==> config.mk <==
export PLATFORM = sky130hd
export DESIGN_NAME = dbs_serial_port
export DESIGN_NICKNAME = d
export VERILOG_FILES = /design/src/core/dbs_pkg.sv /design/src/core/dbs_pin_filter.sv /design/src/core/dbs_status_monitor.sv /design/src/core/dbs_serial_port.sv
export SDC_FILE = /design/constraint.sdc
export NUM_CORES = 1
export LEC_CHECK = 0
export ABC_AREA = 1
export BUFFER_PORTS_ARGS = -buffer_cell sky130_fd_sc_hd__buf_2
export CELL_PAD_IN_SITES_DETAIL_PLACEMENT = 2
export CELL_PAD_IN_SITES_GLOBAL_PLACEMENT = 2
export CORE_MARGIN = 8
export CORE_UTILIZATION = 37
export CTS_BUF_LIST = sky130_fd_sc_hd__clkbuf_16
export CTS_CLUSTER_SIZE = 40
export DETAILED_ROUTE_END_ITERATION = 10
export GPL_ROUTABILITY_DRIVEN = 0
export GPL_TIMING_DRIVEN = 0
export PLACE_DENSITY = 0.84
export SLEW_MARGIN = 25
export SYNTH_ARGS = -nofsm -noshare
export SYNTH_HDL_FRONTEND = slang
export SYNTH_SLANG_ARGS = --single-unit
export TNS_END_PERCENT = 5
==> constraint.sdc <==
create_clock -name clock -period 2.4 [get_ports clock]
set_input_delay 0.24 -clock clock [delete_from_list [all_inputs] [get_ports clock]]
set_output_delay 0.24 -clock clock [all_outputs]
set_load 0.03 [all_outputs]
==> src/core/dbs_pkg.sv <==
// constants and types shared by the battery status serial port
package dbs_pkg;

	////////////////////////////////////////////////////////////////////////////
	// slave address and register map
	localparam logic [4:0] DEV_ADDR_HI = 5'h17; // fixed upper address bits 10111
	localparam logic [7:0] REG_STATE = 8'h00;
	localparam logic [7:0] REG_CONFIG = 8'h01;
	localparam logic [7:0] REG_SOFT_RESET = 8'h0f;
	localparam logic [7:0] SOFT_RESET_KEY = 8'h00;
	localparam logic [7:0] RD_UNMAPPED = 8'h00;

	////////////////////////////////////////////////////////////////////////////
	// configuration field positions and value after reset
	localparam logic [5:0] CONFIG_RESET = 6'h00;
	localparam int CFG_CHG_OFF_POS = 5;
	localparam int CFG_FORCE_LSB = 4;
	localparam int CFG_HYST_LSB = 2;
	localparam int CFG_THR1_POS = 1;
	localparam int CFG_THR2_POS = 0;

	////////////////////////////////////////////////////////////////////////////
	// state register field positions
	localparam int ST_B_IN_POS = 7;
	localparam int ST_A_IN_POS = 6;
	localparam int ST_SRC_LSB = 4;
	localparam int ST_B_LVL_LSB = 2;
	localparam int ST_A_LVL_LSB = 0;

	////////////////////////////////////////////////////////////////////////////
	// bit counting and timing
	localparam logic [3:0] BYTE_BITS = 4'h8;
	localparam int CLK_PERIOD_NS = 100;
	localparam int SPIKE_NS = 50;
	localparam int SPIKE_CYC = (SPIKE_NS / CLK_PERIOD_NS) < 1 ? 1 : (SPIKE_NS / CLK_PERIOD_NS);
	localparam int FILTER_W = 13;

	////////////////////////////////////////////////////////////////////////////
	// serial transfer states
	typedef enum logic [3:0] {
		ST_IDLE,
		ST_ADDR,
		ST_ACK_ADDR,
		ST_CMD,
		ST_ACK_CMD,
		ST_WDATA,
		ST_ACK_WDATA,
		ST_RDATA,
		ST_RACK
	} dbs_bus_state_t;

endpackage

==> src/core/dbs_pin_filter.sv <==
// three-stage synchroniser with agreement filter for asynchronous pins
module dbs_pin_filter #(
	parameter int W = 13
) (
	// clock and reset
	input wire logic clock,
	input wire logic sys_rst,
	// pins
	input wire logic [W-1:0] raw_in,
	// filtered levels
	output logic [W-1:0] clean_out
);

	typedef struct packed {
		logic [W-1:0] s1;
		logic [W-1:0] s2;
		logic [W-1:0] s3;
		logic [W-1:0] q;
	} dbs_filt_t;

	dbs_filt_t cur_ff;
	dbs_filt_t nxt_cur;

	////////////////////////////////////////////////////////////////////////////
	// a bit changes only when stages two and three agree
	always_comb
	begin
		nxt_cur = cur_ff;
		nxt_cur.s1 = raw_in;
		nxt_cur.s2 = cur_ff.s1;
		nxt_cur.s3 = cur_ff.s2;
		nxt_cur.q = (cur_ff.s2 & cur_ff.s3) | (cur_ff.q & (cur_ff.s2 ^ cur_ff.s3));
	end

	// state register
	always_ff @(posedge clock)
	begin
		if (sys_rst)
			cur_ff <= '0;
		else
			cur_ff <= nxt_cur;
	end

	assign clean_out = cur_ff.q;
endmodule

==> src/core/dbs_status_monitor.sv <==
// status change detector that holds the interrupt until the state is read
module dbs_status_monitor (
	// clock and reset
	input wire logic clock,
	input wire logic rst,
	// status and clear
	input wire logic [7:0] status_in,
	input wire logic clear_pulse,
	// interrupt
	output logic irq_pending
);

	typedef struct packed {
		logic [7:0] prev;
		logic primed;
		logic pending;
	} dbs_mon_t;

	dbs_mon_t cur_ff;
	dbs_mon_t nxt_cur;
	logic change;

	////////////////////////////////////////////////////////////////////////////
	// change sets pending; a read clears it; set wins over clear
	always_comb
	begin
		nxt_cur = cur_ff;
		change = cur_ff.primed && (status_in != cur_ff.prev);
		nxt_cur.prev = status_in;
		nxt_cur.primed = 1'b1;
		if (change)
			nxt_cur.pending = 1'b1;
		else if (clear_pulse)
			nxt_cur.pending = 1'b0;
	end

	// state register
	always_ff @(posedge clock)
	begin
		if (rst)
			cur_ff <= '0;
		else
			cur_ff <= nxt_cur;
	end

	assign irq_pending = cur_ff.pending;
endmodule

==> src/core/dbs_serial_port.sv <==
// two-wire serial register port of the dual battery controller
//
// Contract
// - address upper five bits are 10111
// - two low address bits follow select pins
// - address LSB zero writes, one reads
// - data sampled on stable high clock
// - matching address acknowledged on ninth pulse
// - register byte sent, device acknowledges it
// - one data byte written, device acknowledges
// - write command byte picks target register
// - read: pointer write, restart, return register
// - state, configuration and reset registers decoded
// - configuration six low bits reset zero
// - reset register write restores defaults
// - state register bit layout as specified
// - inserted flag follows identification pin level
// - status change asserts active-low interrupt
// - hardware reset cuts power, resets port
// - glitches under spike limit are ignored
// - zero byte to reset register restores defaults
// - configuration fields: source, hysteresis, thresholds
// - source field codes A, B, adapter
module dbs_serial_port (
	// clock and reset
	input wire logic clock,
	input wire logic sys_rst,
	// serial bus
	input wire logic scl_in,
	input wire logic sda_in,
	output logic sda_out,
	output logic sda_oe,
	// address select and hardware reset pins
	input wire logic addr_select_high_pin,
	input wire logic addr_select_low_pin,
	input wire logic hw_reset_n_in,
	// battery status inputs
	input wire logic battery_a_present_pin,
	input wire logic battery_b_present_pin,
	input wire logic [1:0] supply_source_state,
	input wire logic [1:0] batt_b_level_field,
	input wire logic [1:0] batt_a_level_field,
	// interrupt and power path
	output logic irq_n_out,
	output logic power_path_en,
	// configuration outputs
	output logic [1:0] source_force_select,
	output logic [1:0] hysteresis_select,
	output logic thr1_select,
	output logic thr2_select,
	output logic charger_off
);

	typedef struct packed {
		dbs_pkg::dbs_bus_state_t state;
		logic [7:0] shift;
		logic [3:0] cnt;
		logic rw;
		logic [7:0] ptr;
		logic [5:0] cfg;
		logic sda_oe;
		logic scl_d;
		logic sda_d;
		logic racked;
		logic pwr_en;
	} dbs_port_t;

	dbs_port_t cur_ff;
	dbs_port_t nxt_cur;
	logic [dbs_pkg::FILTER_W-1:0] raw_pins;
	logic [dbs_pkg::FILTER_W-1:0] clean_pins;
	logic [7:0] status_c;
	logic scl_c;
	logic sda_c;
	logic ad_hi_c;
	logic ad_lo_c;
	logic hw_n_c;
	logic rst_int;
	logic [6:0] dev_addr;
	logic [7:0] rd_data;
	logic scl_rise;
	logic scl_fall;
	logic start_c;
	logic stop_c;
	logic clr_read;
	logic irq_pending;

	////////////////////////////////////////////////////////////////////////////
	// pin synchronisers and status word assembly
	assign raw_pins = {scl_in, sda_in, addr_select_high_pin, addr_select_low_pin, hw_reset_n_in,
		battery_b_present_pin, battery_a_present_pin, supply_source_state,
		batt_b_level_field, batt_a_level_field};

	dbs_pin_filter #(
		.W(dbs_pkg::FILTER_W)
	) dbs_pin_filter_inst (
		.clock(clock),
		.sys_rst(sys_rst),
		.raw_in(raw_pins),
		.clean_out(clean_pins)
	);

	// split filtered pins; inserted flags pass through the filter like the other status pins
	assign scl_c = clean_pins[12];
	assign sda_c = clean_pins[11];
	assign ad_hi_c = clean_pins[10];
	assign ad_lo_c = clean_pins[9];
	assign hw_n_c = clean_pins[8];
	assign status_c = clean_pins[7:0];
	assign rst_int = sys_rst | ~hw_n_c;
	assign dev_addr = {dbs_pkg::DEV_ADDR_HI, ad_hi_c, ad_lo_c};

	////////////////////////////////////////////////////////////////////////////
	// bus events from the filtered lines
	assign scl_rise = scl_c && !cur_ff.scl_d;
	assign scl_fall = !scl_c && cur_ff.scl_d;
	assign start_c = scl_c && cur_ff.scl_d && cur_ff.sda_d && !sda_c;
	assign stop_c = scl_c && cur_ff.scl_d && !cur_ff.sda_d && sda_c;

	// read data selection by register pointer
	always_comb
	begin
		if (cur_ff.ptr == dbs_pkg::REG_STATE)
			rd_data = status_c;
		else if (cur_ff.ptr == dbs_pkg::REG_CONFIG)
			rd_data = {2'b00, cur_ff.cfg};
		else
			rd_data = dbs_pkg::RD_UNMAPPED;
	end

	////////////////////////////////////////////////////////////////////////////
	// transfer state machine and register file
	always_comb
	begin
		nxt_cur = cur_ff;
		clr_read = 1'b0;
		nxt_cur.scl_d = scl_c;
		nxt_cur.sda_d = sda_c;
		nxt_cur.pwr_en = 1'b1;
		if (start_c)
		begin
			nxt_cur.state = dbs_pkg::ST_ADDR; // also a repeated start
			nxt_cur.cnt = '0;
			nxt_cur.sda_oe = 1'b0;
		end
		else if (stop_c)
		begin
			nxt_cur.state = dbs_pkg::ST_IDLE;
			nxt_cur.sda_oe = 1'b0;
		end
		else
		begin
			case (cur_ff.state)
				dbs_pkg::ST_ADDR, dbs_pkg::ST_CMD, dbs_pkg::ST_WDATA:
				begin
					if (scl_rise && cur_ff.cnt != dbs_pkg::BYTE_BITS)
					begin
						nxt_cur.shift = {cur_ff.shift[6:0], sda_c};
						nxt_cur.cnt = cur_ff.cnt + 4'h1;
					end
					else if (scl_fall && cur_ff.cnt == dbs_pkg::BYTE_BITS)
					begin
						nxt_cur.cnt = '0;
						if (cur_ff.state == dbs_pkg::ST_ADDR)
						begin
							if (cur_ff.shift[7:1] == dev_addr)
							begin
								nxt_cur.state = dbs_pkg::ST_ACK_ADDR;
								nxt_cur.rw = cur_ff.shift[0];
								nxt_cur.sda_oe = 1'b1;
							end
							else
								nxt_cur.state = dbs_pkg::ST_IDLE;
						end
						else if (cur_ff.state == dbs_pkg::ST_CMD)
						begin
							nxt_cur.ptr = cur_ff.shift;
							nxt_cur.state = dbs_pkg::ST_ACK_CMD;
							nxt_cur.sda_oe = 1'b1;
						end
						else
						begin
							if (cur_ff.ptr == dbs_pkg::REG_CONFIG)
								nxt_cur.cfg = cur_ff.shift[5:0];
							else if (cur_ff.ptr == dbs_pkg::REG_SOFT_RESET && cur_ff.shift == dbs_pkg::SOFT_RESET_KEY)
								nxt_cur.cfg = dbs_pkg::CONFIG_RESET;
							nxt_cur.state = dbs_pkg::ST_ACK_WDATA;
							nxt_cur.sda_oe = 1'b1;
						end
					end
				end
				dbs_pkg::ST_ACK_ADDR, dbs_pkg::ST_ACK_CMD, dbs_pkg::ST_ACK_WDATA:
				begin
					if (scl_fall)
					begin
						nxt_cur.sda_oe = 1'b0;
						if (cur_ff.state == dbs_pkg::ST_ACK_ADDR && cur_ff.rw)
						begin
							nxt_cur.state = dbs_pkg::ST_RDATA;
							nxt_cur.shift = rd_data;
							nxt_cur.sda_oe = ~rd_data[7];
							clr_read = (cur_ff.ptr == dbs_pkg::REG_STATE);
						end
						else if (cur_ff.state == dbs_pkg::ST_ACK_ADDR)
							nxt_cur.state = dbs_pkg::ST_CMD;
						else
							nxt_cur.state = dbs_pkg::ST_WDATA;
					end
				end
				dbs_pkg::ST_RDATA:
				begin
					if (scl_rise)
						nxt_cur.cnt = cur_ff.cnt + 4'h1;
					else if (scl_fall)
					begin
						if (cur_ff.cnt == dbs_pkg::BYTE_BITS)
						begin
							nxt_cur.sda_oe = 1'b0; // release for master acknowledge
							nxt_cur.state = dbs_pkg::ST_RACK;
						end
						else
						begin
							nxt_cur.shift = {cur_ff.shift[6:0], 1'b0};
							nxt_cur.sda_oe = ~cur_ff.shift[6];
						end
					end
				end
				dbs_pkg::ST_RACK:
				begin
					if (scl_rise)
						nxt_cur.racked = !sda_c;
					else if (scl_fall)
					begin
						nxt_cur.cnt = '0;
						if (cur_ff.racked)
						begin
							nxt_cur.state = dbs_pkg::ST_RDATA; // master wants another byte
							nxt_cur.shift = rd_data;
							nxt_cur.sda_oe = ~rd_data[7];
							clr_read = (cur_ff.ptr == dbs_pkg::REG_STATE);
						end
						else
							nxt_cur.state = dbs_pkg::ST_IDLE;
					end
				end
				default:
				begin
					nxt_cur.state = dbs_pkg::ST_IDLE;
				end
			endcase
		end
	end

	// state register; hardware reset also clears configuration
	always_ff @(posedge clock)
	begin
		if (rst_int)
		begin
			cur_ff <= '0;
			cur_ff.cfg <= dbs_pkg::CONFIG_RESET;
		end
		else
			cur_ff <= nxt_cur;
	end

	////////////////////////////////////////////////////////////////////////////
	// interrupt generation
	dbs_status_monitor dbs_status_monitor_inst (
		.clock(clock),
		.rst(rst_int),
		.status_in(status_c),
		.clear_pulse(clr_read),
		.irq_pending(irq_pending)
	);

	// outputs
	assign sda_out = 1'b0; // open drain: only ever pulls low
	assign sda_oe = cur_ff.sda_oe;
	assign irq_n_out = ~irq_pending;
	assign power_path_en = cur_ff.pwr_en;
	assign source_force_select = cur_ff.cfg[dbs_pkg::CFG_FORCE_LSB +: 2];
	assign hysteresis_select = cur_ff.cfg[dbs_pkg::CFG_HYST_LSB +: 2];
	assign thr1_select = cur_ff.cfg[dbs_pkg::CFG_THR1_POS];
	assign thr2_select = cur_ff.cfg[dbs_pkg::CFG_THR2_POS];
	assign charger_off = cur_ff.cfg[dbs_pkg::CFG_CHG_OFF_POS];
endmodule

Yosys cells after proc, flatten, opt, wreduce, memory -nomap -nowiden
Cells that the tools add are included.
{"block": "op_classes", "addsub": 1, "n_eq_ne": 37, "n_mux": 59, "bitwise": 14, "reduce_logical": 35}
{"op": "16-bit 2-to-1 mux", "n": 3}
{"op": "8-bit 2-to-1 mux", "n": 6}
{"op": "12-bit 2-to-1 mux", "n": 3}
{"op": "4-bit inequality test (second input constant)", "n": 9}
{"op": "8-bit case mux with 4 select lines", "n": 1}
{"op": "4-bit 2-to-1 mux", "n": 7}
{"op": "13-bit AND", "n": 2}
{"op": "2-bit inequality test (second input constant)", "n": 13}
{"op": "1-bit 2-to-1 mux", "n": 24}
{"op": "6-bit 2-to-1 mux", "n": 4}
{"op": "8-bit AND reduction", "n": 3}
{"op": "20-bit 2-to-1 mux", "n": 1}
{"op": "4-bit by 3-bit == test with 1-bit output (second input constant)", "n": 4}
{"op": "8-bit zero test", "n": 2}
{"op": "4-bit case mux with 4 select lines", "n": 1}
{"op": "14-bit 2-to-1 mux", "n": 1}
{"op": "7-bit AND reduction", "n": 2}
{"op": "13-bit bitwise OR", "n": 1}
{"op": "13-bit bitwise XOR", "n": 1}
{"op": "1-bit logical AND", "n": 12}
{"op": "4-bit case mux with 3 select lines", "n": 1}
{"op": "12-bit AND reduction", "n": 1}
{"op": "10-bit AND reduction", "n": 1}
{"op": "1-bit NOT", "n": 9}
{"op": "other kinds (22)", "n": 34}
{"block": "totals", "register_bits": 98, "in_bits": 15, "out_inout_bits": 11, "wordCells": 165}

Depth between registers and ports, before layout
{"block": "depth", "ltp_word": 10, "mapped_depth": 12, "mapped_depth_nobuf": 12}

Cells and area by module
From an unflattened synthesis, not the netlist that was laid out.
{"block": "unflattened", "hier_cells": 635, "area_unflattened_um2": 4510.6}
{"module": "dbs_serial_port", "instances": 1, "cells_each": 375, "area_each_um2": 2234.6, "seq_area_each_um2": 720.7}
{"module": "dbs_pin_filter", "instances": 1, "cells_each": 201, "area_each_um2": 1865.5, "seq_area_each_um2": 1041.0}
{"module": "dbs_status_monitor", "instances": 1, "cells_each": 59, "area_each_um2": 410.4, "seq_area_each_um2": 200.2}

Least setup slack after synthesis
No wires, ideal clock.
{"block": "synth_timing", "path_kind": "register to register", "startpoint": "register cur_ff[20] in the netlist's numbering", "endpoint": "register cur_ff[34] in the netlist's numbering", "setup_time_ps": 116, "arrival_time_ps": 1426, "t_required_ps": 2284, "slack_ps": 858, "stages_incl_launch_ff": 12, "path_buffers": 0, "period_less_slack_ps": 1542, "path_cell_list": "dfxtp_1 inv_1 ha_1 nand2_1 nor2_2 nor2_1 nand2_2 nand2_1 nor2_1 nand2_1 o21ai_0 nor2_1"}
{"block": "synth_via", "elab_chain_cells": 4, "word_cells_on_any_way": 8, "cone_classes": "eq/ne (5); reduce/logical (3)"}
{"element": "start: declaration", "line": "dbs_serial_port.sv:68", "source": "dbs_port_t cur_ff;"}
{"element": "start signal: assignment", "line": "dbs_serial_port.sv:263", "source": "cur_ff <= nxt_cur;"}
{"element": "4-bit == test or 4-bit inequality test (tied branches)", "line": "dbs_serial_port.sv:161, dbs_serial_port.sv:216, dbs_serial_port.sv:156"}
{"element": "1-bit logical AND, on equally long branches", "line": "dbs_serial_port.sv:161, dbs_serial_port.sv:156"}
{"element": "2-bit inequality test (no source line)"}
{"element": "8-bit AND reduction (no source line) *"}
Mark *: on every way between the ends. The rest lies on a longest branch, timed or not.
A chain may end at the register's enable or synchronous reset.

Worst setup path after layout
Same ends and word-level chain as after synthesis.

==> impl_metrics.py <==
metrics = {
    "drt": {
        "vias": 3854,
        "avgViaCountPerCell": 4.922,
        "wl_per_cell_um": 15.89,
        "ant_nets": 0,
        "drt_first_pass_iters": 4,
        "drtIter0Drc": 135,
        "drc_errors": 0,
        "totalWireLength_um": 12440,
    },
    "sta": {
        "setup_viol": 0,
        "final.setup_skew_ns": 0.008529,
        "hold_viol": 0,
        "period_minus_slack_ns": 1.950,
        "tightest_slew_ns": 0.7598,
        "tns_ns": 0,
        "fmax_mhz": 512.9,
        "relSlewSlack_pct": 49.16,
        "rsz0062_at_grt": "no",
        "report.final.slew_viol_count": 0,
        "fin_crit_sh_pct": 81.24,
    },
    "flow_run": {
        "max_cap_viol_count": 0,
    },
    "grt": {
        "grt-ovfl-total": 0,
        "track_usage_pct": 17.44,
        "grt_max_degree": 17,
        "grt_pass1_vias": 4316,
        "antenna_found_initial": 0,
        "grt_pass1_wl_um": 20780,
    },
    "floorplan": {
        "coreArea_um2": 11370,
        "die_y_um": 123.9,
        "die_x_um": 123.9,
        "die-area_um2": 15340,
        "io_pins": 26,
        "num_rows": 39,
        "start_util_pct": 37.86,
    },
    "worst_setup_path": {
        "cp-startpoint": "cur_ff[20]",
        "timing_worst_setup_path_type": "reg2reg",
        "cp_data_arrival_time_ns": 2.19,
        "critPathCaptureType": "flip-flop",
        "r2r-end": "cur_ff[34]",
        "reg2reg_slack_ns": 0.45,
        "r2r_cells": 11,
        "crit_path_start_kind": "flip-flop",
        "crit_end": "cur_ff[34]",
        "rr_startpoint": "cur_ff[20]",
        "worstPathMaxFanout": 5,
        "cp.required_ns": 2.64,
    },
    "logic_synthesis": {
        "seq_area_frac_synth_pct": 45.12,
        "synth_edf_count": 0,
        "synth-xor-area-share_pct": 1.017,
        "yosys_warnings": 0,
        "synth-compound-area-share_pct": 8.488,
        "synthFlopType": "dfxtp_1",
        "netlist-cell-type-count": 30,
        "synth_cells": 601,
        "syn_nets": 631,
        "async_flop_share_pct": 0,
        "synth_top_family_by_area": "simple AND/OR/NAND/NOR gates",
        "synthMuxAreaShare_pct": 0,
        "yosys_register_bits": 97,
        "synthAdderAreaFrac_pct": 4.360,
        "syn_area_um2": 4304,
        "yosys.area_share.simple_pct": 31.16,
        "avgSynthCellArea_um2": 7.162,
    },
    "clock_network": {
        "cts_buffer_depth": 2,
        "numCtsBuffers": 9,
        "cts.hold.buffers_added": 0,
        "cts_tree": "built",
        "cts.clk_slew.worst_paths_ns": 0.07,
        "cts-root-buf": "clkbuf_16",
        "post-cts-setup-buffers": 0,
        "cts_num_sinks": 97,
        "insertion_delay_ns": 0.35,
        "htree_num_levels": 3,
        "cts_repair_resize_count": 0,
    },
    "power_and_ir_drop": {
        "p_per_area_nw_per_um2": 626.7,
        "ir_worst_vdd_uv": 601.0,
        "p_total_uw": 3052,
        "leakage_uw": 0.002250,
    },
    "layout": {
        "area_growth_syn_to_layout_pct": 13.14,
        "final_nets": 665,
        "num_antenna_cells": 0,
        "drive_gt1_share_pct": 12.50,
        "layout.cells.non_filler": 783,
        "finish.utilization_pct": 42.83,
    },
    "outcome": {
        "run_status": "finished, final reports clean",
    },
    "placed_design": {
        "hpwl_um": 9699,
        "place_inst": 767,
        "numPortBuffers": 23,
    },
    "hold_path": {
        "hold_class": "in2reg",
    },
}
==> worst max-delay path, cell delays in order (launching register included) <==
cell and delay [ns]:
dfxtp_1 0.35, inv_1 0.10, ha_1 0.17, nand2_1 0.06, nor2_2 0.18, nor2_1 0.14
nand2_2 0.14, nand2_1 0.08, nor2_1 0.27, nand2_1 0.11, o21ai_0 0.18, nor2_1 0.05
==> metal layers <==
| metal | GRT usage [%] | part of all wire [%] | vias to the layer above |
|---|---|---|---|
| met1 | 18.48 | 42 | 1886 |
| met2 | 33.58 | 55 | 31 |
| met5 | 0 | 0 | - |
| met4 | 4.740 | 1.1 | 0 |
| li1 | - | - | 1924 |
| met3 | 3.989 | 2.1 | 13 |
==> power by group <==
group / switching (uW) / internal [uW] / total, uW
combinational: 43.8 / 26.7 / 70.6
sequential: 11.1 / 1640 / 1650
clock: 633 / 701 / 1330
==> state kept, by name, summed over array words and instances, names as in the netlist, 2 cells and up <==
register	flops
dbs_status_monitor_inst.cur_ff	8
dbs_pin_filter_inst.cur_ff	39
hysteresis_select	2
cur_ff	28
dbs_pin_filter_inst.clean_out	13
==> cells by family after synthesis <==
kind of cell | after synthesis
AO/OA/AOI/OAI | 71
AND/OR/NAND/NOR | 306
flip-flops | 97
buffers and inverters | 106
adder cells (fa/ha/maj) | 15
other | 1
XOR/XNOR | 5
==> through the flow <==
stage	hold WS, ns	cell area, um2	setup WS, ns
after CTS	0.08130	4870	0.4345
after global placement	0.3897	4598	0.5610
after floorplan	0.3470	4304	0.8580
after global routing	0.09158	4870	0.2461
after detailed placement	0.3993	4598	0.4729
final	0.09021	4870	0.4503
==> layout make-up <==
type | count | area (um2)
Fill cell | 1365 | 6500
Sequential cell | 97 | 1942
Multi-Input combinational cell | 398 | 1942
Inverter | 90 | 337.8
Clock buffer | 9 | 225.2
Tap cell | 143 | 178.9
Timing Repair Buffer | 23 | 115.1
Buffer | 16 | 82.58
Clock inverter | 7 | 46.29
==> Yosys cell counts (5+ instances only) <==
| cell type | number | share of area (%) |
|---|---|---|
| a21oi_1 | 41 | 4.8 |
| buf_4 | 5 | 0.87 |
| clkbuf_1 | 8 | 0.70 |
| dfxtp_1 | 97 | 45 |
| ha_1 | 15 | 4.4 |
| inv_1 | 84 | 7.3 |
| inv_2 | 5 | 0.44 |
| nand2_1 | 116 | 10 |
| nand2_2 | 11 | 1.6 |
| nand3_1 | 30 | 3.5 |
| nand4_1 | 7 | 1.0 |
| nor2_1 | 117 | 10 |
| nor2_2 | 7 | 1.0 |
| o21ai_0 | 26 | 3.0 |
| or2_2 | 5 | 0.73 |
==> how the worst min path moves through the flow <==
| stage | startpoint | end | slack [ns] | cells after the start |
|---|---|---|---|---|
| finish | batt_a_level_field[1] | dbs_pin_filter_inst.cur_ff[40] | 0.09 | 3 |
| detailed placement | dbs_pin_filter_inst.cur_ff[46] | dbs_pin_filter_inst.cur_ff[33] | 0.40 | 2 |
| global route | scl_in | dbs_pin_filter_inst.cur_ff[51] | 0.09 | 3 |
| CTS | battery_a_present_pin | dbs_pin_filter_inst.cur_ff[45] | 0.08 | 3 |
| global placement | dbs_pin_filter_inst.cur_ff[46] | dbs_pin_filter_inst.cur_ff[33] | 0.39 | 2 |
| floorplan | batt_a_level_field[0] | dbs_pin_filter_inst.cur_ff[39] | 0.35 | 2 |
==> layout by cell type (no fill, tap or decap) <==
| cell type | n |
|---|---|
| buf_2 | 26 |
| nor3_4 | 1 |
| o211ai_1 | 2 |
| inv_6 | 1 |
| nand3_1 | 30 |
| nand3b_1 | 2 |
| inv_2 | 5 |
| ha_1 | 15 |
| a211oi_1 | 1 |
| nor2_2 | 7 |
| nand2_1 | 116 |
| nand4_1 | 7 |
| nor2_1 | 117 |
| nand3_2 | 2 |
| clkbuf_1 | 8 |
| conb_1 | 1 |
| a21boi_0 | 1 |
| clkinv_1 | 3 |
| nor3_1 | 3 |
| a21oi_1 | 41 |
| o21ai_0 | 26 |
| dfxtp_1 | 97 |
| nand3_4 | 1 |
| nand2_4 | 3 |
| clkbuf_16 | 9 |
| buf_4 | 5 |
| nor2_4 | 1 |
| clkinv_4 | 3 |
| nand2_2 | 11 |
| inv_1 | 85 |
| or2_2 | 5 |
| xnor2_1 | 3 |
| xor2_1 | 2 |
No activity file was read; power rests on OpenSTA's default activity.
